## src/sarseq_pkg.sv

```systemverilog
`default_nettype none
package sarseq_pkg;
    localparam int unsigned CLK_PERIOD_NS = 100;
    localparam int unsigned NUM_CH = 8;
    localparam int unsigned CH_IDX_W = 3;
    localparam int unsigned CH_CNT_W = 4;
    // longest conversion per enabled channel, rounded down to whole cycles
    localparam int unsigned CONV_PER_CH_NS = 550;
    localparam int unsigned CONV_PER_CH_CYC =
        (CONV_PER_CH_NS / CLK_PERIOD_NS) < 1 ? 1 : (CONV_PER_CH_NS / CLK_PERIOD_NS);
    localparam int unsigned CNT_W = 6;
    // reset pulse after the second power-down rise
    localparam int unsigned RESET_PULSE_CYC = 4;
    localparam logic [CNT_W-1:0] CNT_ONE = 6'h01;
    localparam logic [CNT_W-1:0] CNT_ZERO = 6'h00;

    typedef enum logic [1:0] {
        SARSEQ_IDLE = 2'b00,
        SARSEQ_CONV = 2'b01,
        SARSEQ_NAP  = 2'b10,
        SARSEQ_RST  = 2'b11
    } sarseq_state_t;
endpackage
`default_nettype wire

```

## src/sarseq_top.sv

```systemverilog
`default_nettype none
module sarseq_top (
    // clock and reset
    input wire logic clk_sys,
    input wire logic nrst,
    // supply monitor: low while core supply is under threshold
    input wire logic supply_ok,
    // host control
    input wire logic conversion_start,
    input wire logic power_down_pin,
    input wire logic [sarseq_pkg::NUM_CH-1:0] ch_enable,
    // status
    output logic busy,
    output logic track_hold,
    output logic nap_active,
    output logic powered_down,
    output logic global_reset,
    output logic conv_done
);
    sarseq_pkg::sarseq_state_t state_r, state_nxt;
    logic [sarseq_pkg::CNT_W-1:0] cnt_r, cnt_nxt;
    logic start_d_r, pd_d_r;
    logic pd_armed_r, pd_armed_nxt;
    logic pdn_r, pdn_nxt;
    logic done_r, done_nxt;
    logic start_rise, pd_rise, por_n;

    function automatic logic [sarseq_pkg::CNT_W-1:0] conv_cycles(
        input logic [sarseq_pkg::NUM_CH-1:0] en);
        // counted at full counter width: eight channels times five overflows a nibble
        logic [sarseq_pkg::CNT_W-1:0] n;
        n = sarseq_pkg::CNT_ZERO;
        for (int i = 0; i < sarseq_pkg::NUM_CH; i++) begin
            n = n + sarseq_pkg::CNT_W'(en[i]);
        end
        if (n == sarseq_pkg::CNT_ZERO) begin
            n = sarseq_pkg::CNT_ONE;
        end
        return sarseq_pkg::CNT_W'(n * sarseq_pkg::CNT_W'(sarseq_pkg::CONV_PER_CH_CYC));
    endfunction

    // supply dip acts like the external reset
    assign por_n = nrst & supply_ok;
    assign start_rise = conversion_start & ~start_d_r;
    assign pd_rise = power_down_pin & ~pd_d_r;

    always_comb begin
        state_nxt = state_r;
        cnt_nxt = cnt_r;
        pd_armed_nxt = pd_armed_r;
        pdn_nxt = pdn_r;
        done_nxt = 1'b0;
        if (pd_rise) begin
            pd_armed_nxt = 1'b1;
        end
        if (!power_down_pin && state_r != sarseq_pkg::SARSEQ_CONV) begin
            pdn_nxt = 1'b0;
        end
        unique case (state_r)
            sarseq_pkg::SARSEQ_IDLE: begin
                // starts during power-down are dropped
                if (start_rise && !pdn_r && !power_down_pin) begin
                    state_nxt = sarseq_pkg::SARSEQ_CONV;
                    cnt_nxt = conv_cycles(ch_enable);
                    pd_armed_nxt = 1'b0;
                end else if (power_down_pin) begin
                    pdn_nxt = 1'b1;
                end
            end
            sarseq_pkg::SARSEQ_CONV: begin
                // start edges here are ignored, only the count, a global reset or por_n low ends it
                if (cnt_r == sarseq_pkg::CNT_ONE) begin
                    done_nxt = 1'b1;
                    if (power_down_pin) begin
                        pdn_nxt = 1'b1;
                        state_nxt = sarseq_pkg::SARSEQ_IDLE;
                    end else if (conversion_start) begin
                        state_nxt = sarseq_pkg::SARSEQ_NAP;
                    end else begin
                        state_nxt = sarseq_pkg::SARSEQ_IDLE;
                    end
                end else begin
                    cnt_nxt = cnt_r - sarseq_pkg::CNT_ONE;
                end
            end
            sarseq_pkg::SARSEQ_NAP: begin
                // leaves on start low; acquisition is the low time
                if (!conversion_start) begin
                    state_nxt = sarseq_pkg::SARSEQ_IDLE;
                end
            end
            sarseq_pkg::SARSEQ_RST: begin
                if (cnt_r == sarseq_pkg::CNT_ONE) begin
                    state_nxt = sarseq_pkg::SARSEQ_IDLE;
                    cnt_nxt = sarseq_pkg::CNT_ZERO;
                end else begin
                    cnt_nxt = cnt_r - sarseq_pkg::CNT_ONE;
                end
            end
        endcase
        // second power-down rise with no conversion between wins over all, except during the reset pulse itself
        if (pd_rise && pd_armed_r && state_r != sarseq_pkg::SARSEQ_RST) begin
            state_nxt = sarseq_pkg::SARSEQ_RST;
            cnt_nxt = sarseq_pkg::CNT_W'(sarseq_pkg::RESET_PULSE_CYC);
            pd_armed_nxt = 1'b0;
            pdn_nxt = 1'b1;
            done_nxt = 1'b0;
        end
    end

    always_ff @(posedge clk_sys or negedge por_n) begin
        if (!por_n) begin
            state_r <= sarseq_pkg::SARSEQ_IDLE;
            cnt_r <= sarseq_pkg::CNT_ZERO;
            start_d_r <= 1'b0;
            pd_d_r <= 1'b0;
            pd_armed_r <= 1'b0;
            pdn_r <= 1'b0;
            done_r <= 1'b0;
        end else begin
            state_r <= state_nxt;
            cnt_r <= cnt_nxt;
            start_d_r <= conversion_start;
            pd_d_r <= power_down_pin;
            pd_armed_r <= pd_armed_nxt;
            pdn_r <= pdn_nxt;
            done_r <= done_nxt;
        end
    end

    assign busy = (state_r == sarseq_pkg::SARSEQ_CONV);
    // hold for all channels together during conversion
    assign track_hold = (state_r == sarseq_pkg::SARSEQ_CONV);
    assign nap_active = (state_r == sarseq_pkg::SARSEQ_NAP);
    assign powered_down = pdn_r;
    assign global_reset = (state_r == sarseq_pkg::SARSEQ_RST);
    assign conv_done = done_r;

    AST_START_BUSY: assert property (@(posedge clk_sys) disable iff (!por_n)
        (state_r == sarseq_pkg::SARSEQ_IDLE && start_rise && !power_down_pin && !pdn_r
         && !(pd_rise && pd_armed_r)) |=> busy)
        else $error("start edge did not raise busy");
    AST_BUSY_MIN: assert property (@(posedge clk_sys) disable iff (!por_n)
        $rose(busy) && !power_down_pin |-> (busy || global_reset) [*5])
        else $error("conversion ended early");
    AST_BUSY_MAX: assert property (@(posedge clk_sys) disable iff (!por_n)
        $rose(busy) |-> ##[1:44] !busy)
        else $error("conversion too long");
    AST_DONE_FALL: assert property (@(posedge clk_sys) disable iff (!por_n)
        conv_done |-> $past(busy) && !busy)
        else $error("done without busy falling");
    AST_NAP_ENTRY: assert property (@(posedge clk_sys) disable iff (!por_n)
        $rose(nap_active) |-> $past(busy) && $past(conversion_start))
        else $error("nap entered wrongly");
    AST_NAP_EXIT: assert property (@(posedge clk_sys) disable iff (!por_n)
        nap_active && !conversion_start && !global_reset |=> !nap_active)
        else $error("nap not left on start low");
    AST_PD_IGNORE: assert property (@(posedge clk_sys) disable iff (!por_n)
        !busy && powered_down |=> !busy)
        else $error("conversion during power-down");
    AST_RST_HALT: assert property (@(posedge clk_sys) disable iff (!por_n)
        pd_rise && pd_armed_r && !global_reset |=> global_reset && !busy)
        else $error("global reset did not halt");
    AST_NO_RESTART: assert property (@(posedge clk_sys) disable iff (!por_n)
        busy && start_rise && !conv_done |=> !$rose(busy))
        else $error("start accepted while busy");

    // conversion bookkeeping
    AST_BUSY_FROM_START: assert property (@(posedge clk_sys) disable iff (!por_n)
        $rose(busy) |-> $past(start_rise))
        else $error("busy rose without a start edge");
    AST_DONE_AFTER_BUSY: assert property (@(posedge clk_sys) disable iff (!por_n)
        $fell(busy) && !global_reset |-> conv_done)
        else $error("busy fell without done pulse");
    AST_NAP_HOLD: assert property (@(posedge clk_sys) disable iff (!por_n)
        nap_active && conversion_start && !(pd_rise && pd_armed_r) |=> nap_active)
        else $error("nap left while start high");
    AST_NO_START_IN_NAP: assert property (@(posedge clk_sys) disable iff (!por_n)
        nap_active |=> !busy)
        else $error("conversion started straight from nap");

    // power-down handling
    AST_PD_AFTER_CONV: assert property (@(posedge clk_sys) disable iff (!por_n)
        $fell(busy) && power_down_pin && !global_reset |-> powered_down)
        else $error("power-down not taken after conversion");
    AST_PD_ENTER: assert property (@(posedge clk_sys) disable iff (!por_n)
        !busy && !global_reset && !nap_active && power_down_pin |=> powered_down)
        else $error("power-down not entered");
    AST_PD_LEAVE: assert property (@(posedge clk_sys) disable iff (!por_n)
        powered_down && !power_down_pin && !busy |=> !powered_down)
        else $error("power-down not left");

    // global reset pulse
    AST_RST_LEN: assert property (@(posedge clk_sys) disable iff (!por_n)
        $rose(global_reset) |-> global_reset [*4] ##1 !global_reset)
        else $error("reset pulse length wrong");
    AST_RST_NO_BUSY: assert property (@(posedge clk_sys) disable iff (!por_n)
        global_reset |-> !busy)
        else $error("busy during reset pulse");
endmodule // sarseq_top
`default_nettype wire

```

## config.mk

```make
export PLATFORM = sky130hd
export DESIGN_NAME = sarseq_top
export DESIGN_NICKNAME = d
export VERILOG_FILES = /design/src/sarseq_pkg.sv /design/src/sarseq_top.sv
export SDC_FILE = /design/constraint.sdc
export NUM_CORES = 1
export LEC_CHECK = 0
export BUFFER_PORTS_ARGS = -buffer_cell sky130_fd_sc_hd__buf_2
export CAP_MARGIN = 20
export CELL_PAD_IN_SITES_DETAIL_PLACEMENT = 0
export CELL_PAD_IN_SITES_GLOBAL_PLACEMENT = 1
export CORE_UTILIZATION = 41
export DETAILED_ROUTE_END_ITERATION = 8
export PLACE_DENSITY = 0.85
export SLEW_MARGIN = 20
export SYNTH_ARGS = -nofsm -noshare
export SYNTH_HDL_FRONTEND = slang
export SYNTH_SLANG_ARGS = --single-unit
```

## constraint.sdc

```tcl
create_clock -name clk_sys -period 2 [get_ports clk_sys]
set_input_delay 0.2 -clock clk_sys [delete_from_list [all_inputs] [get_ports clk_sys]]
set_output_delay 0.2 -clock clk_sys [all_outputs]
set_load 0.01 [all_outputs]
```

==> results.sh <==
export IMPL_p_per_area_nw_per_um2=1440
export IMPL_grt_max_degree=15
export IMPL_tightest_slew_ps=600
export IMPL_row_count=18
export IMPL_syn_area_per_cell_um2=9.21
export IMPL_netlist_area_um2=1080
export IMPL_drive_gt1_frac=0.361
export IMPL_crit_chain="buf_6 > fa_1 > inv_1 > fa_1 > fa_1 > inv_2 > ha_4 > fa_2 > ha_4 > ha_4 > fa_2 > xnor2_2 > o32ai_1 > a221o_1"
export IMPL_clock_latency_ps=270
export IMPL_rr_worst_depth=5
export IMPL_worst_setup_path_type="input pin to register"
export IMPL_path_max_fanout=2
export IMPL_cts_tree="yes"
export IMPL_cts_root_buf="clkbuf_4"
export IMPL_synth_area_leader_cell="dfrtp_1"
export IMPL_yosysTopAreaCellShare=0.302
export IMPL_endpoint_kind="register"
export IMPL_synthArstFlopShare=1.00
export IMPL_slowest_stage="fa_2"
export IMPL_via_per_inst=5.40
export IMPL_finalHoldViolCount=0
export IMPL_r2r_setup_slack_ps=200
export IMPL_post_dp_hpwl_mm=1.83
export IMPL_die_w_um=53.3
export IMPL_clk_pin_slew_worst_paths_ps=80
export IMPL_gr_total_overflow=0
export IMPL_ant_nets=0
export IMPL_min_path_type="input pin to asynchronous set/reset pin"
export IMPL_ys_types=42
export IMPL_slew_viol_final=0
export IMPL_drc=0
export IMPL_dp_slack_ps=-2010
export IMPL_htree_levels=1
export IMPL_first_global_vias=962
export IMPL_synth_edf_count=0
export IMPL_p_clk_frac=0.081
export IMPL_setup_ws_ps=-1670
export IMPL_fin_worst_skew_ps=2.34
export IMPL_num_antenna_cells=0
export IMPL_power_frac_seq=0.252
export IMPL_synth_cells=117
export IMPL_drtIter0Drc=10
export IMPL_final_cell_count_no_fill=174
export IMPL_period_share=1.84
export IMPL_hold_buffers=0
export IMPL_wl_per_cell_um=14.2
export IMPL_vias=940
export IMPL_cap_violations=0
export IMPL_p_switching_mw=0.894
export IMPL_clock_sinks=13
export IMPL_status="finished with violations"
export IMPL_synth_area_leaders="dfrtp_1 30%, fa_1 9.3%, ha_1 8.1%"
export IMPL_min_period_ps=3670
export IMPL_io_pins=19
export IMPL_slowest_delay_ps=560
export IMPL_place_gp_congestion=0.785
export IMPL_io_buffers=18
export IMPL_violations="setup timing"
export IMPL_die_area_um2=2840
export IMPL_rsz0062_at_grt="true"
export IMPL_syn_nets=142
export IMPL_required_ps=2160
export IMPL_cell_internal_pwr_mw=1.11
export IMPL_antenna_found_initial=0
export IMPL_ys_flop_type="dfrtp_1"
export IMPL_grt_pass1_wl_mm=4.02
export IMPL_cts_buffer_depth=2
export IMPL_drtPass1Iterations=3
export IMPL_worstSetupStartpointType="input pin"
export IMPL_fp_dieH_um=53.3
export IMPL_syn_to_final_growth_pct=28.8
export IMPL_setup_viol=6
export IMPL_cts_buffers=3
export IMPL_synth_warning_count=0
export IMPL_leakage_nw=0.669
export IMPL_cp_arrival_ps=3840
export IMPL_ir_drop_uv=735
export IMPL_r2r_end="cnt_r[5]"
export IMPL_synth_seq_area_share=0.302
export IMPL_floorplan_initialDensity=0.435
export IMPL_r2r_start="cnt_r[2]"
export IMPL_synth_seq_cells=13
export IMPL_fmax_mhz=272
export IMPL_nets=170
export IMPL_switching_share=0.446
export IMPL_wirelength_mm=2.48
export IMPL_core_um2=2480
export IMPL_slew_headroom=0.600
export IMPL_dp_cells=169
export IMPL_pwr_share_comb=0.667
export IMPL_grt_total_usage=0.201
## worst max-delay path: cells and delay by family
family	cells	cell delay, ps
xor gates and xnor gates	1	150
buffers and inverters	3	190
AOI/OAI and AO/OA	2	400
adders and majority gates	8	2880
## layer usage
layer	wire [µm]	GRT usage	vias up
met5	0	0	-
met4	51	0.110	0
met3	57	0.0259	6
met2	1350	0.360	14
met1	1020	0.227	459
li1	-	-	461
## what timing repair did
item | CTS | global route
endpoints found under the setup margin | 6 | 6
pin swaps | 7 | 4
resized for setup | 7 | 6
setup buffers | 1 | 0
## cells in the mapped netlist, types with 2 or more instances
cell type,number
dfrtp_1,13
buf_2,3
a41oi_1,2
nand2_1,7
a22o_1,2
a221o_1,3
ha_1,7
nand2b_1,3
nor2_1,10
nor2b_1,3
fa_1,5
nand4_1,2
nor3_1,2
a21oi_1,5
and2_1,5
o22a_1,2
o21ai_0,2
inv_1,14
clkbuf_1,2
o22ai_1,2
a21boi_0,2
## final cells by class
type | instances | area (µm²)
fillers | 234 | 1090
multi-input cells | 84 | 763
repair buffers | 29 | 183
flip-flops and latches | 13 | 325
clock buffers | 4 | 26.3
well taps | 30 | 37.5
inverters | 14 | 52.6
## registers in the layout (all words and copies together) (netlist names)
| signal | cells |
|---|---|
| pd_armed_r | 1 |
| powered_down | 1 |
| cnt_r | 6 |
| conv_done | 1 |
| state_r | 2 |
| pd_d_r | 1 |
| start_d_r | 1 |
## per-stage QoR
step,hold WS [ps],total power [mW],utilization,cell area [µm²],TNS [ps]
after floorplan,167,1.35,-,1110,-8210
after global placement,316,1.65,0.516,1280,-9370
after detailed placement,330,1.67,0.516,1280,-9580
after CTS,23.1,1.92,0.547,1360,-7380
after global routing,58.6,2.19,0.560,1390,-7870
final,13.0,2.00,0.560,1390,-7290
## how the worst max path moves through the flow
stage | from | slack, ps | to
3_5_place_dp | ch_enable[0] | -2010 | cnt_r[5]
4_1_cts | ch_enable[0] | -1660 | cnt_r[5]
2_1_floorplan | ch_enable[0] | -1910 | cnt_r[5]
3_3_place_gp | ch_enable[0] | -1960 | cnt_r[5]
5_1_grt | ch_enable[0] | -1770 | cnt_r[5]
6_report | ch_enable[0] | -1670 | cnt_r[5]
## power groups by stage
stage / registers (mW) / logic, mW / clock network, mW
global route: 0.518 / 1.49 / 0.181
detailed placement: 0.502 / 1.17 / 0
global placement: 0.498 / 1.15 / 0
floorplan: 0.447 / 0.907 / 0
finish: 0.505 / 1.34 / 0.162
CTS: 0.498 / 1.25 / 0.169
## cell usage in the layout (no fill, tap or decap), types with 4 or more instances in the layout
| cell type | instances |
|---|---|
| ha_1 | 4 |
| buf_2 | 17 |
| dfrtp_1 | 13 |
| buf_4 | 10 |
| nor2_1 | 10 |
| nand2_1 | 7 |
| inv_1 | 13 |
## cells by family (layout without fill, tap and decap cells)
family,after synthesis,after routing,synth area share
AOI/OAI and AO/OA,33,33,0.244
xor gates and xnor gates,2,2,0.0163
adders and majority gates,12,12,0.174
buffers and inverters,20,47,0.0767
DFF,13,13,0.302
and+or+nand+nor,37,37,0.187
Note: power is estimated with default switching activity, not from simulation.
